$ cat src/design/rsse_pkg.sv
package rsse_pkg;

    // operations accepted on the execute port
    typedef enum logic [4:0] {
        RSSE_OP_NOP         = 5'h00,
        RSSE_OP_ROTL_ACC    = 5'h01,
        RSSE_OP_ROTLC       = 5'h02,
        RSSE_OP_ROTLC_ACC   = 5'h03,
        RSSE_OP_ROTR        = 5'h04,
        RSSE_OP_ROTR_ACC    = 5'h05,
        RSSE_OP_ROTRC       = 5'h06,
        RSSE_OP_ROTRC_ACC   = 5'h07,
        RSSE_OP_SBC_MEM     = 5'h08,
        RSSE_OP_SBC_IMM     = 5'h09,
        RSSE_OP_SBC_TO_MEM  = 5'h0a,
        RSSE_OP_SUB_MEM     = 5'h0b,
        RSSE_OP_DSZ         = 5'h0c,
        RSSE_OP_DSZ_ACC     = 5'h0d,
        RSSE_OP_ISZ         = 5'h0e,
        RSSE_OP_ISZ_ACC     = 5'h0f,
        RSSE_OP_SNZ_BIT     = 5'h10,
        RSSE_OP_SNZ_BYTE    = 5'h11,
        RSSE_OP_SET_BYTE    = 5'h12,
        RSSE_OP_SET_BIT     = 5'h13
    } rsse_op_t;

    typedef struct packed {
        logic ov;
        logic z;
        logic ac;
        logic c;
        logic sc;
        logic cz;
    } rsse_flags_t;

    typedef struct packed {
        rsse_op_t   op;
        logic [2:0] bit_sel;
        logic [7:0] mem_data;
        logic [7:0] imm;
    } rsse_req_t;

    // execution sequencer, gray coded
    typedef enum logic [1:0] {
        RSSE_ST_EXEC  = 2'b00,
        RSSE_ST_DUMMY = 2'b01
    } rsse_state_t;

    localparam logic [1:0]  RSSE_OFS_ACC   = 2'h0;
    localparam logic [1:0]  RSSE_OFS_FLAGS = 2'h1;
    localparam logic [7:0]  RSSE_ACC_RST   = 8'h00;
    localparam rsse_flags_t RSSE_FLAGS_RST = 6'h00;
    localparam logic [7:0]  RSSE_ALL_ONES  = 8'hff;
    localparam int          RSSE_TOP_BIT   = 7;
    localparam int          RSSE_HALF_BIT  = 4;
    localparam int          RSSE_SKIP_CYCLES = 2;

endpackage : rsse_pkg

$ cat src/design/rsse_exec.sv
// Chosen here: the strobed register port and the placing of the registers.
`timescale 1ns/1ps
`default_nettype none
module rsse_exec
    import rsse_pkg::*;
(
    input  wire logic        ref_clk_i,
    input  wire logic        resetn_i,
    input  wire logic        exec_valid_i,
    input  wire rsse_req_t   exec_req_i,
    output logic             exec_ready_o,
    output logic             mem_we_o,
    output logic [7:0]       mem_wdata_o,
    output logic             skip_o,
    output logic [7:0]       acc_o,
    output rsse_flags_t      flags_o,
    input  wire logic [1:0]  reg_addr_i,
    input  wire logic [7:0]  reg_wdata_i,
    input  wire logic        reg_wr_i,
    input  wire logic        reg_rd_i,
    output logic [7:0]       reg_rdata_o
);

    rsse_state_t state_q;
    rsse_state_t state_d;
    logic [7:0]  acc_q;
    logic [7:0]  acc_d;
    rsse_flags_t flags_q;
    rsse_flags_t flags_d;
    logic        mem_we_q;
    logic        mem_we_d;
    logic [7:0]  mem_wdata_q;
    logic [7:0]  mem_wdata_d;
    logic        skip_q;
    logic        skip_d;
    logic [7:0]  rdata_q;
    logic [7:0]  rdata_d;

    wire logic       take      = exec_valid_i && (state_q == RSSE_ST_EXEC);
    wire logic [7:0] m         = exec_req_i.mem_data;
    wire logic [7:0] bit_mask  = 8'h01 << exec_req_i.bit_sel;
    wire logic [7:0] dec_val   = m - 8'h01;
    wire logic [7:0] inc_val   = m + 8'h01;
    wire logic [7:0] rotl_val  = {m[6:0], m[RSSE_TOP_BIT]};
    wire logic [7:0] rotlc_val = {m[6:0], flags_q.c};
    wire logic [7:0] rotr_val  = {m[0], m[7:1]};
    wire logic [7:0] rotrc_val = {flags_q.c, m[7:1]};

    // subtractor shared by every subtract form
    wire logic       use_imm   = (exec_req_i.op == RSSE_OP_SBC_IMM);
    wire logic       use_brw   = (exec_req_i.op != RSSE_OP_SUB_MEM);
    wire logic [7:0] sub_b     = use_imm ? exec_req_i.imm : m;
    wire logic       brw_in    = use_brw & ~flags_q.c;
    wire logic [8:0] diff9     = {1'b0, acc_q} - {1'b0, sub_b} - {8'h00, brw_in};
    wire logic [4:0] half5     = {1'b0, acc_q[3:0]} - {1'b0, sub_b[3:0]} - {4'h0, brw_in};
    wire logic [7:0] diff      = diff9[7:0];
    wire logic       sub_ov    = (acc_q[7] ^ sub_b[7]) & (acc_q[7] ^ diff[7]);
    wire logic       sub_z     = (diff == 8'h00);
    rsse_flags_t     sub_flags;

    // carry is an inverted borrow; chained zero keeps earlier zero for borrow forms
    assign sub_flags.c  = ~diff9[8];
    assign sub_flags.ac = ~half5[RSSE_HALF_BIT];
    assign sub_flags.ov = sub_ov;
    assign sub_flags.z  = sub_z;
    assign sub_flags.sc = sub_ov ^ diff[RSSE_TOP_BIT];
    assign sub_flags.cz = use_brw ? (sub_z & flags_q.cz) : sub_z;

    always_comb begin
        acc_d       = acc_q;
        flags_d     = flags_q;
        mem_we_d    = 1'b0;
        mem_wdata_d = mem_wdata_q;
        skip_d      = 1'b0;
        state_d     = RSSE_ST_EXEC;
        if (take) begin
            case (exec_req_i.op)
                RSSE_OP_ROTL_ACC: begin
                    acc_d = rotl_val;
                end
                RSSE_OP_ROTLC: begin
                    mem_we_d    = 1'b1;
                    mem_wdata_d = rotlc_val;
                    flags_d.c   = m[RSSE_TOP_BIT];
                end
                RSSE_OP_ROTLC_ACC: begin
                    acc_d     = rotlc_val;
                    flags_d.c = m[RSSE_TOP_BIT];
                end
                RSSE_OP_ROTR: begin
                    mem_we_d    = 1'b1;
                    mem_wdata_d = rotr_val;
                end
                RSSE_OP_ROTR_ACC: begin
                    acc_d = rotr_val;
                end
                RSSE_OP_ROTRC: begin
                    mem_we_d    = 1'b1;
                    mem_wdata_d = rotrc_val;
                    flags_d.c   = m[0];
                end
                RSSE_OP_ROTRC_ACC: begin
                    acc_d     = rotrc_val;
                    flags_d.c = m[0];
                end
                RSSE_OP_SBC_MEM, RSSE_OP_SBC_IMM, RSSE_OP_SUB_MEM: begin
                    acc_d   = diff;
                    flags_d = sub_flags;
                end
                RSSE_OP_SBC_TO_MEM: begin
                    mem_we_d    = 1'b1;
                    mem_wdata_d = diff;
                    flags_d     = sub_flags;
                end
                RSSE_OP_DSZ: begin
                    mem_we_d    = 1'b1;
                    mem_wdata_d = dec_val;
                    skip_d      = (dec_val == 8'h00);
                    state_d     = RSSE_ST_DUMMY;
                end
                RSSE_OP_DSZ_ACC: begin
                    acc_d   = dec_val;
                    skip_d  = (dec_val == 8'h00);
                    state_d = RSSE_ST_DUMMY;
                end
                RSSE_OP_ISZ: begin
                    mem_we_d    = 1'b1;
                    mem_wdata_d = inc_val;
                    skip_d      = (inc_val == 8'h00);
                    state_d     = RSSE_ST_DUMMY;
                end
                RSSE_OP_ISZ_ACC: begin
                    acc_d   = inc_val;
                    skip_d  = (inc_val == 8'h00);
                    state_d = RSSE_ST_DUMMY;
                end
                RSSE_OP_SNZ_BIT: begin
                    skip_d  = |(m & bit_mask);
                    state_d = RSSE_ST_DUMMY;
                end
                RSSE_OP_SNZ_BYTE: begin
                    // read-back write keeps any side effect of touching the byte
                    mem_we_d    = 1'b1;
                    mem_wdata_d = m;
                    skip_d      = (m != 8'h00);
                    state_d     = RSSE_ST_DUMMY;
                end
                RSSE_OP_SET_BYTE: begin
                    mem_we_d    = 1'b1;
                    mem_wdata_d = RSSE_ALL_ONES;
                end
                RSSE_OP_SET_BIT: begin
                    mem_we_d    = 1'b1;
                    mem_wdata_d = m | bit_mask;
                end
                default: begin
                    acc_d = acc_q;
                end
            endcase
        end else if (reg_wr_i) begin
            // software writes lose to a same-cycle execution
            if (reg_addr_i == RSSE_OFS_ACC) begin
                acc_d = reg_wdata_i;
            end
            if (reg_addr_i == RSSE_OFS_FLAGS) begin
                flags_d = reg_wdata_i[5:0];
            end
        end
    end

    assign rdata_d = !reg_rd_i                    ? 8'h00 :
                     (reg_addr_i == RSSE_OFS_ACC)   ? acc_q :
                     (reg_addr_i == RSSE_OFS_FLAGS) ? {2'b00, flags_q} : 8'h00;

    always_ff @(posedge ref_clk_i or negedge resetn_i) begin
        if (!resetn_i) begin
            state_q     <= RSSE_ST_EXEC;
            acc_q       <= RSSE_ACC_RST;
            flags_q     <= RSSE_FLAGS_RST;
            mem_we_q    <= 1'b0;
            mem_wdata_q <= 8'h00;
            skip_q      <= 1'b0;
            rdata_q     <= 8'h00;
        end else begin
            state_q     <= state_d;
            acc_q       <= acc_d;
            flags_q     <= flags_d;
            mem_we_q    <= mem_we_d;
            mem_wdata_q <= mem_wdata_d;
            skip_q      <= skip_d;
            rdata_q     <= rdata_d;
        end
    end

    // the dummy cycle blocks the next request while the skipped fetch happens
    assign exec_ready_o = (state_q == RSSE_ST_EXEC);
    assign mem_we_o     = mem_we_q;
    assign mem_wdata_o  = mem_wdata_q;
    assign skip_o       = skip_q;
    assign acc_o        = acc_q;
    assign flags_o      = flags_q;
    assign reg_rdata_o  = rdata_q;

    wire logic is_skip_op = exec_req_i.op inside {RSSE_OP_DSZ, RSSE_OP_DSZ_ACC, RSSE_OP_ISZ,
                            RSSE_OP_ISZ_ACC, RSSE_OP_SNZ_BIT, RSSE_OP_SNZ_BYTE};

    skip_two_cyc_a: assert property (
        @(posedge ref_clk_i) disable iff (!resetn_i)
        take && is_skip_op |=> !exec_ready_o ##1 exec_ready_o)
        else $error("skip operation did not take exactly two cycles");

    single_cyc_a: assert property (
        @(posedge ref_clk_i) disable iff (!resetn_i)
        take && !is_skip_op |=> exec_ready_o)
        else $error("non-skip operation stalled the port");

    rotl_acc_a: assert property (
        @(posedge ref_clk_i) disable iff (!resetn_i)
        take && exec_req_i.op == RSSE_OP_ROTL_ACC |=>
        acc_o == {$past(m[6:0]), $past(m[7])} && $stable(flags_o) && !mem_we_o)
        else $error("rotate left to accumulator wrong");

    rotlc_mem_a: assert property (
        @(posedge ref_clk_i) disable iff (!resetn_i)
        take && exec_req_i.op == RSSE_OP_ROTLC |=>
        mem_we_o && mem_wdata_o == {$past(m[6:0]), $past(flags_q.c)}
        && flags_o.c == $past(m[7]) && $stable(flags_o.z))
        else $error("rotate left through carry wrong");

    rotrc_acc_a: assert property (
        @(posedge ref_clk_i) disable iff (!resetn_i)
        take && exec_req_i.op == RSSE_OP_ROTRC_ACC |=>
        acc_o == {$past(flags_q.c), $past(m[7:1])} && flags_o.c == $past(m[0]) && !mem_we_o)
        else $error("rotate right through carry to accumulator wrong");

    sbc_carry_a: assert property (
        @(posedge ref_clk_i) disable iff (!resetn_i)
        take && exec_req_i.op == RSSE_OP_SBC_MEM |=>
        flags_o.c == ({1'b0, $past(acc_q)} >= {1'b0, $past(m)} + {8'h00, !$past(flags_q.c)}))
        else $error("subtract carry does not reflect borrow");

    sbc_result_a: assert property (
        @(posedge ref_clk_i) disable iff (!resetn_i)
        take && exec_req_i.op == RSSE_OP_SBC_IMM |=>
        acc_o == 8'($past(acc_q) - $past(exec_req_i.imm) - {7'h00, !$past(flags_q.c)}))
        else $error("subtract with borrow immediate wrong");

    dsz_skip_a: assert property (
        @(posedge ref_clk_i) disable iff (!resetn_i)
        take && exec_req_i.op == RSSE_OP_DSZ |=>
        mem_we_o && skip_o == ($past(m) == 8'h01) && $stable(flags_o))
        else $error("decrement skip wrong");

    snz_bit_a: assert property (
        @(posedge ref_clk_i) disable iff (!resetn_i)
        take && exec_req_i.op == RSSE_OP_SNZ_BIT |=>
        skip_o == $past(m[exec_req_i.bit_sel]) && !mem_we_o)
        else $error("bit test skip wrong");

    set_byte_a: assert property (
        @(posedge ref_clk_i) disable iff (!resetn_i)
        take && exec_req_i.op == RSSE_OP_SET_BYTE |=>
        mem_we_o && mem_wdata_o == 8'hff && $stable(flags_o))
        else $error("byte set wrong");

    rotlc_acc_a: assert property (
        @(posedge ref_clk_i) disable iff (!resetn_i)
        take && exec_req_i.op == RSSE_OP_ROTLC_ACC |=>
        acc_o == {$past(m[6:0]), $past(flags_q.c)} && flags_o.c == $past(m[7]) && !mem_we_o)
        else $error("rotate left through carry to accumulator wrong");

    rotr_mem_a: assert property (
        @(posedge ref_clk_i) disable iff (!resetn_i)
        take && exec_req_i.op == RSSE_OP_ROTR |=>
        mem_we_o && mem_wdata_o == {$past(m[0]), $past(m[7:1])} && $stable(flags_o))
        else $error("rotate right in memory wrong");

    rotr_acc_a: assert property (
        @(posedge ref_clk_i) disable iff (!resetn_i)
        take && exec_req_i.op == RSSE_OP_ROTR_ACC |=>
        acc_o == {$past(m[0]), $past(m[7:1])} && $stable(flags_o) && !mem_we_o)
        else $error("rotate right to accumulator wrong");

    rotrc_mem_a: assert property (
        @(posedge ref_clk_i) disable iff (!resetn_i)
        take && exec_req_i.op == RSSE_OP_ROTRC |=>
        mem_we_o && mem_wdata_o == {$past(flags_q.c), $past(m[7:1])} && flags_o.c == $past(m[0]))
        else $error("rotate right through carry in memory wrong");

    sbc_mem_a: assert property (
        @(posedge ref_clk_i) disable iff (!resetn_i)
        take && exec_req_i.op == RSSE_OP_SBC_MEM |=>
        acc_o == 8'($past(acc_q) - $past(m) - {7'h00, !$past(flags_q.c)}))
        else $error("subtract with borrow memory wrong");

    sbc_to_mem_a: assert property (
        @(posedge ref_clk_i) disable iff (!resetn_i)
        take && exec_req_i.op == RSSE_OP_SBC_TO_MEM |=>
        mem_we_o && mem_wdata_o == 8'($past(acc_q) - $past(m) - {7'h00, !$past(flags_q.c)})
        && $stable(acc_o))
        else $error("subtract with borrow to memory wrong");

    sub_zero_a: assert property (
        @(posedge ref_clk_i) disable iff (!resetn_i)
        take && exec_req_i.op inside {RSSE_OP_SBC_MEM, RSSE_OP_SBC_IMM, RSSE_OP_SUB_MEM} |=>
        flags_o.z == (acc_o == 8'h00))
        else $error("subtract zero flag wrong");

    sub_plain_a: assert property (
        @(posedge ref_clk_i) disable iff (!resetn_i)
        take && exec_req_i.op == RSSE_OP_SUB_MEM |=>
        acc_o == 8'($past(acc_q) - $past(m)) && flags_o.c == ($past(acc_q) >= $past(m)))
        else $error("plain subtract wrong");

    dsz_acc_a: assert property (
        @(posedge ref_clk_i) disable iff (!resetn_i)
        take && exec_req_i.op == RSSE_OP_DSZ_ACC |=>
        acc_o == 8'($past(m) - 8'h01) && skip_o == (acc_o == 8'h00) && !mem_we_o)
        else $error("decrement to accumulator skip wrong");

    isz_mem_a: assert property (
        @(posedge ref_clk_i) disable iff (!resetn_i)
        take && exec_req_i.op == RSSE_OP_ISZ |=>
        mem_we_o && mem_wdata_o == 8'($past(m) + 8'h01) && skip_o == ($past(m) == 8'hff)
        && $stable(flags_o))
        else $error("increment skip wrong");

    isz_acc_a: assert property (
        @(posedge ref_clk_i) disable iff (!resetn_i)
        take && exec_req_i.op == RSSE_OP_ISZ_ACC |=>
        acc_o == 8'($past(m) + 8'h01) && skip_o == (acc_o == 8'h00) && !mem_we_o)
        else $error("increment to accumulator skip wrong");

    snz_byte_a: assert property (
        @(posedge ref_clk_i) disable iff (!resetn_i)
        take && exec_req_i.op == RSSE_OP_SNZ_BYTE |=>
        mem_we_o && mem_wdata_o == $past(m) && skip_o == ($past(m) != 8'h00))
        else $error("byte test skip wrong");

    set_bit_a: assert property (
        @(posedge ref_clk_i) disable iff (!resetn_i)
        take && exec_req_i.op == RSSE_OP_SET_BIT |=>
        mem_we_o && mem_wdata_o == ($past(m) | (8'h01 << $past(exec_req_i.bit_sel)))
        && $stable(flags_o))
        else $error("bit set wrong");

    skip_pulse_a: assert property (
        @(posedge ref_clk_i) disable iff (!resetn_i)
        skip_o |=> !skip_o)
        else $error("skip pulse longer than one cycle");

    dummy_drop_a: assert property (
        @(posedge ref_clk_i) disable iff (!resetn_i)
        !exec_ready_o |=> !mem_we_o && !skip_o)
        else $error("request taken in the dummy cycle");

endmodule : rsse_exec
`default_nettype wire

$ cat config.mk
export PLATFORM = sky130hd
export DESIGN_NAME = rsse_exec
export DESIGN_NICKNAME = d
export VERILOG_FILES = /design/src/design/rsse_pkg.sv /design/src/design/rsse_exec.sv
export SDC_FILE = /design/constraint.sdc
export NUM_CORES = 1
export LEC_CHECK = 0
export BUFFER_PORTS_ARGS = -buffer_cell sky130_fd_sc_hd__buf_2
export CAP_MARGIN = 10
export CORE_MARGIN = 2
export CORE_UTILIZATION = 43
export CTS_BUF_LIST = sky130_fd_sc_hd__clkbuf_8
export CTS_CLUSTER_SIZE = 20
export DETAILED_ROUTE_END_ITERATION = 12
export PLACE_DENSITY = 0.66
export SYNTH_ARGS = -nofsm -noshare
export SYNTH_HDL_FRONTEND = slang
export SYNTH_SLANG_ARGS = --single-unit
$ cat constraint.sdc
create_clock -name ref_clk_i -period 4.3 [get_ports ref_clk_i]
set_input_delay 0 -clock ref_clk_i [delete_from_list [all_inputs] [get_ports ref_clk_i]]
set_output_delay 0 -clock ref_clk_i [all_outputs]
set_load 0.01 [all_outputs]
==> results.txt <==
The floorplan has 33 rows. For the post-cts repair resize count, the log shows 0. The global routing stage identified its most utilized layer as met2. Counting the buffers created by CTS gives 5.

Based on the critical path, the design can be clocked at up to 287 MHz. The largest area contributor in the netlist was dfrtp_1. For this run, the leading register cell type out of synthesis is dfrtp_1. Buffers placed on the I/O ports in this run total 71. The number of nets still failing antenna checks after routing is 0, and the number of clock sinks is 33.

The first detailed-routing pass took 5 iterations. In this run, synthesis produced a sequential element count of 33. In the global route stage, met1 resource usage came out at 41.4%. The max capacitance violation total came out at 0. The clock-pin slew on the worst setup and hold paths came out at 0.07 ns. Summing the areas of all xor and xnor instances in the mapped netlist gives 4.34% of the synthesized area.

The share of flip-flops with an asynchronous set or reset after synthesis was 100%; the power density of the placed cells was 353 nW/um^2. The required time reported for the critical path endpoint came out at 4.51 ns. The slowest stage cell on the critical path is or4_1. The synthesized-area fraction occupied by and/or/nand/nor cells came out at 23.5%. At the pin with the least slew margin, the transition time is 0.906 ns. Timing analysis after detailed placement gives a worst setup slack of 0.537 ns.

The setup total negative slack came out at 0 ns. During I/O placement, the number of pins put on the boundary was 72. The arrival time at the worst endpoint is 3.69 ns, and the number of nets produced by synthesis is 522. The tools report the startpoint of the worst setup timing path as exec_req_i[21].

Counting flops with a built-in enable in the synthesized netlist gives 0. For this design the static power due to leakage is 1.82 nW. The worst hold path startpoint was reg_wdata_i[4]. The tools report the global-route wire length before repair as 20.0 mm. The logs give 364 for the starting DRC count in detailed routing and 2 for the number of buffers on the longest clock path. Share of synthesized area occupied by flip-flops and latches: 22.7%. The signal on the critical path passes through buf_2, nor3b_2, nand2_1, mux2_2, fa_1, inv_1, ha_1, o211a_1, a2111oi_4, o221ai_2, or4_1, o21ai_1. Per-instance average area after synthesis: 7.85 um^2.

The run gives 463 as the post-synthesis cell count. Setup violations remaining at the end of the flow were counted as 0. In the finished design, the share of the clock period the worst path needs comes to 81.0%.

The count of cell instances traversed by the critical path was 12. Total count of hold-check failures in the final report: 0. Subtracting the final worst setup slack from the clock period gives 3.48 ns. The classification of the worst setup path was in2reg. The number of max-slew violations in the final report is 0. Hold timing on the final database bottoms out at a slack of 0.0302 ns. The post-synthesis cell type count was 75; the global placement routability congestion was 0.977. The worst register-to-register path ends at flags_o[4]. The worst pin sits at a relative slew slack of 39.1%. The warning count from the yosys run was 0; the total placed instance area was 4020 um^2. The dominant combinational cell family by area after synthesis was compound AO/OA/AOI/OAI gates. Summing all non-filler instances in the final layout gives an area of 4120 um^2.

Measured in cells, the most critical reg-to-reg path has a length of 8. Depth of the worst hold-timing path: 3. The run gives 8220 um^2 as the area of the core. Setup repair after global routing left no endpoint under its margin. The half-perimeter wire length after detailed placement was 9.98 mm; the initial antenna violation count was 1.

The synthesized netlist devotes 28.1% of its cell area to compound gates. The maximum fanout along the worst path works out to 23. The proportion of layout cells with a drive suffix above 1 is 20.2%. STA classifies the critical path startpoint as an input port. The detailed router placed 3964 vias in this run. For the remaining global-route overflow, the log shows 0.

By area the synthesized netlist is led by dfrtp_1, ha_1, o21ai_0. Largest stage delay on the critical path: 0.58 ns. The multiplexer fraction of the synthesized cell area is 6.99%.

The area of the die was 9200 um^2. For this run, design rule violations remaining after detail routing come to 0. The flow ran to the end, and the final reports show no timing, DRC or antenna violations.

Dividing the detail-routed wire length by the instance count gives 21.4 um. The tools report the number of global-route vias before repair as 3582. The die is 95.9 um tall.

Fill cells in the final layout number 856. The most critical setup path has its endpoint at flags_o[4]. Across the routed clock network, the largest skew measured is 0.00898 ns. The worst path meets setup with 0.817 ns of slack. The class of the most critical hold timing path is in2reg.

In this run the clock root is driven by a clkbuf_8. The tools report the endpoint kind of the worst setup timing path as a flip-flop. The largest net degree at the start of global routing came out at 34.

The top cell type's share of synthesized area works out to 22.7%. Grouping stages by cell kind, the critical path spends the most delay in simple AND/OR/NAND/NOR gates. Summing the areas of all fa, ha and maj instances in the mapped netlist gives 7.30% of the synthesized area.

By count the netlist is led by nor2_1, nand2_1, dfrtp_1. The global routing met2 resource utilization was 43.7%; the final wirelength was 13.3 mm. The area growth from synthesis to final layout is 13.3%.

The maximum level of the CTS H-tree was 2; the overall die width was 95.9 um. The most repeated cell in the gate-level netlist after synthesis is nor2_1. The overall fraction of global-route tracks in use is 29.1%, and the met3 routing resource usage after global routing is 5.64%. The initial utilization of the core area, before any placement, comes to 44.2%. For flop-to-flop paths, the worst setup slack is 1.29 ns. The logs give 3630 um^2 for the cell area after synthesis and 0.28 ns for the clock latency on the worst-skew pair.

The post-detailed-route via-to-cell ratio works out to 6.39. For the final net count, the log shows 572. The startpoint of the worst-slack reg-to-reg timing path was flags_o[2]. TritonCTS built the clock tree. The number of buffers and inverters on the critical path is 2, and the largest voltage drop on the vdd net is 0.181 mV.
## registers in the layout, indices dropped and copies added (netlist names)
| register | flops |
|---|---|
| state_q | 1 |
| acc_o | 8 |
| skip_o | 1 |
| mem_we_o | 1 |
| reg_rdata_o | 8 |
| flags_o | 6 |
| mem_wdata_o | 8 |
## power breakdown
| part | total [mW] | switching, mW | internal, mW |
|---|---|---|---|
| registers | 0.427 | 0.0562 | 0.371 |
| logic | 0.801 | 0.482 | 0.319 |
| clock network | 0.224 | 0.114 | 0.110 |
| total | 1.45 | 0.652 | 0.800 |
## worst min-delay path by stage
stage,end
5_1_grt,acc_o[4]
3_5_place_dp,mem_wdata_o[0]
3_3_place_gp,mem_wdata_o[0]
2_1_floorplan,acc_o[0]
6_report,acc_o[4]
4_1_cts,acc_o[1]
## routing by layer
layer  vias up  wire [um]
met5         -          0
met4         0        332
met3        26       1150
met2       222       5800
met1      1887       5990
li1       1829          -
## logic make-up after synthesis
group,count (synthesis)
and+or+nand+nor,157
AOI/OAI and AO/OA,145
buffers and inverters,66
DFF,33
muxes,24
adders and majority gates,20
xor gates and xnor gates,18
## stage by stage
| step | utilization [%] | power (mW) | std cells |
|---|---|---|---|
| finish | 50.1 | 1.45 | 620 |
| global route | 50.1 | 1.55 | 619 |
| CTS | 50.1 | 1.45 | 619 |
| detailed placement | 48.9 | 1.22 | 610 |
| global placement | 48.9 | 1.21 | 610 |
| floorplan | - | 0.960 | 463 |
## cells in the final DEF, fill, tap and decap left out, types with 10 or more instances in the layout
cell,count
nor2_1,35
nand3_1,11
ha_1,18
a21oi_1,26
nor3_1,13
buf_2,71
mux2_2,11
nor4_1,10
mux2i_1,13
nand2_1,34
o21ai_0,28
dfrtp_1,33
inv_1,31
## cell type report
type	count	area, um^2	area share (%)
Multi-Input combinational cell	364	2550	62.0
Sequential cell	33	826	20.1
Timing Repair Buffer	77	403	9.79
Tap cell	105	131	3.19
Inverter	32	120	2.92
Clock buffer	5	68.8	1.67
Clock inverter	3	13.8	0.334
Antenna cell	1	2.50	0.0608
## worst reg2reg max path, stage by stage, from the launching register on
cell and delay [ns]:
dfrtp_1 0.48, a31oi_1 0.23, fa_1 0.47, ha_1 0.21, o211a_1 0.25, a2111oi_4 0.34, o221ai_2 0.22, or4_1 0.58
o21ai_1 0.15
## timing repair
item                      CTS  global route
hold buffers                1             0
hold endpoints to repair   33             0
buffers inserted            0             0
Note: power is estimated with default switching activity, not from simulation.
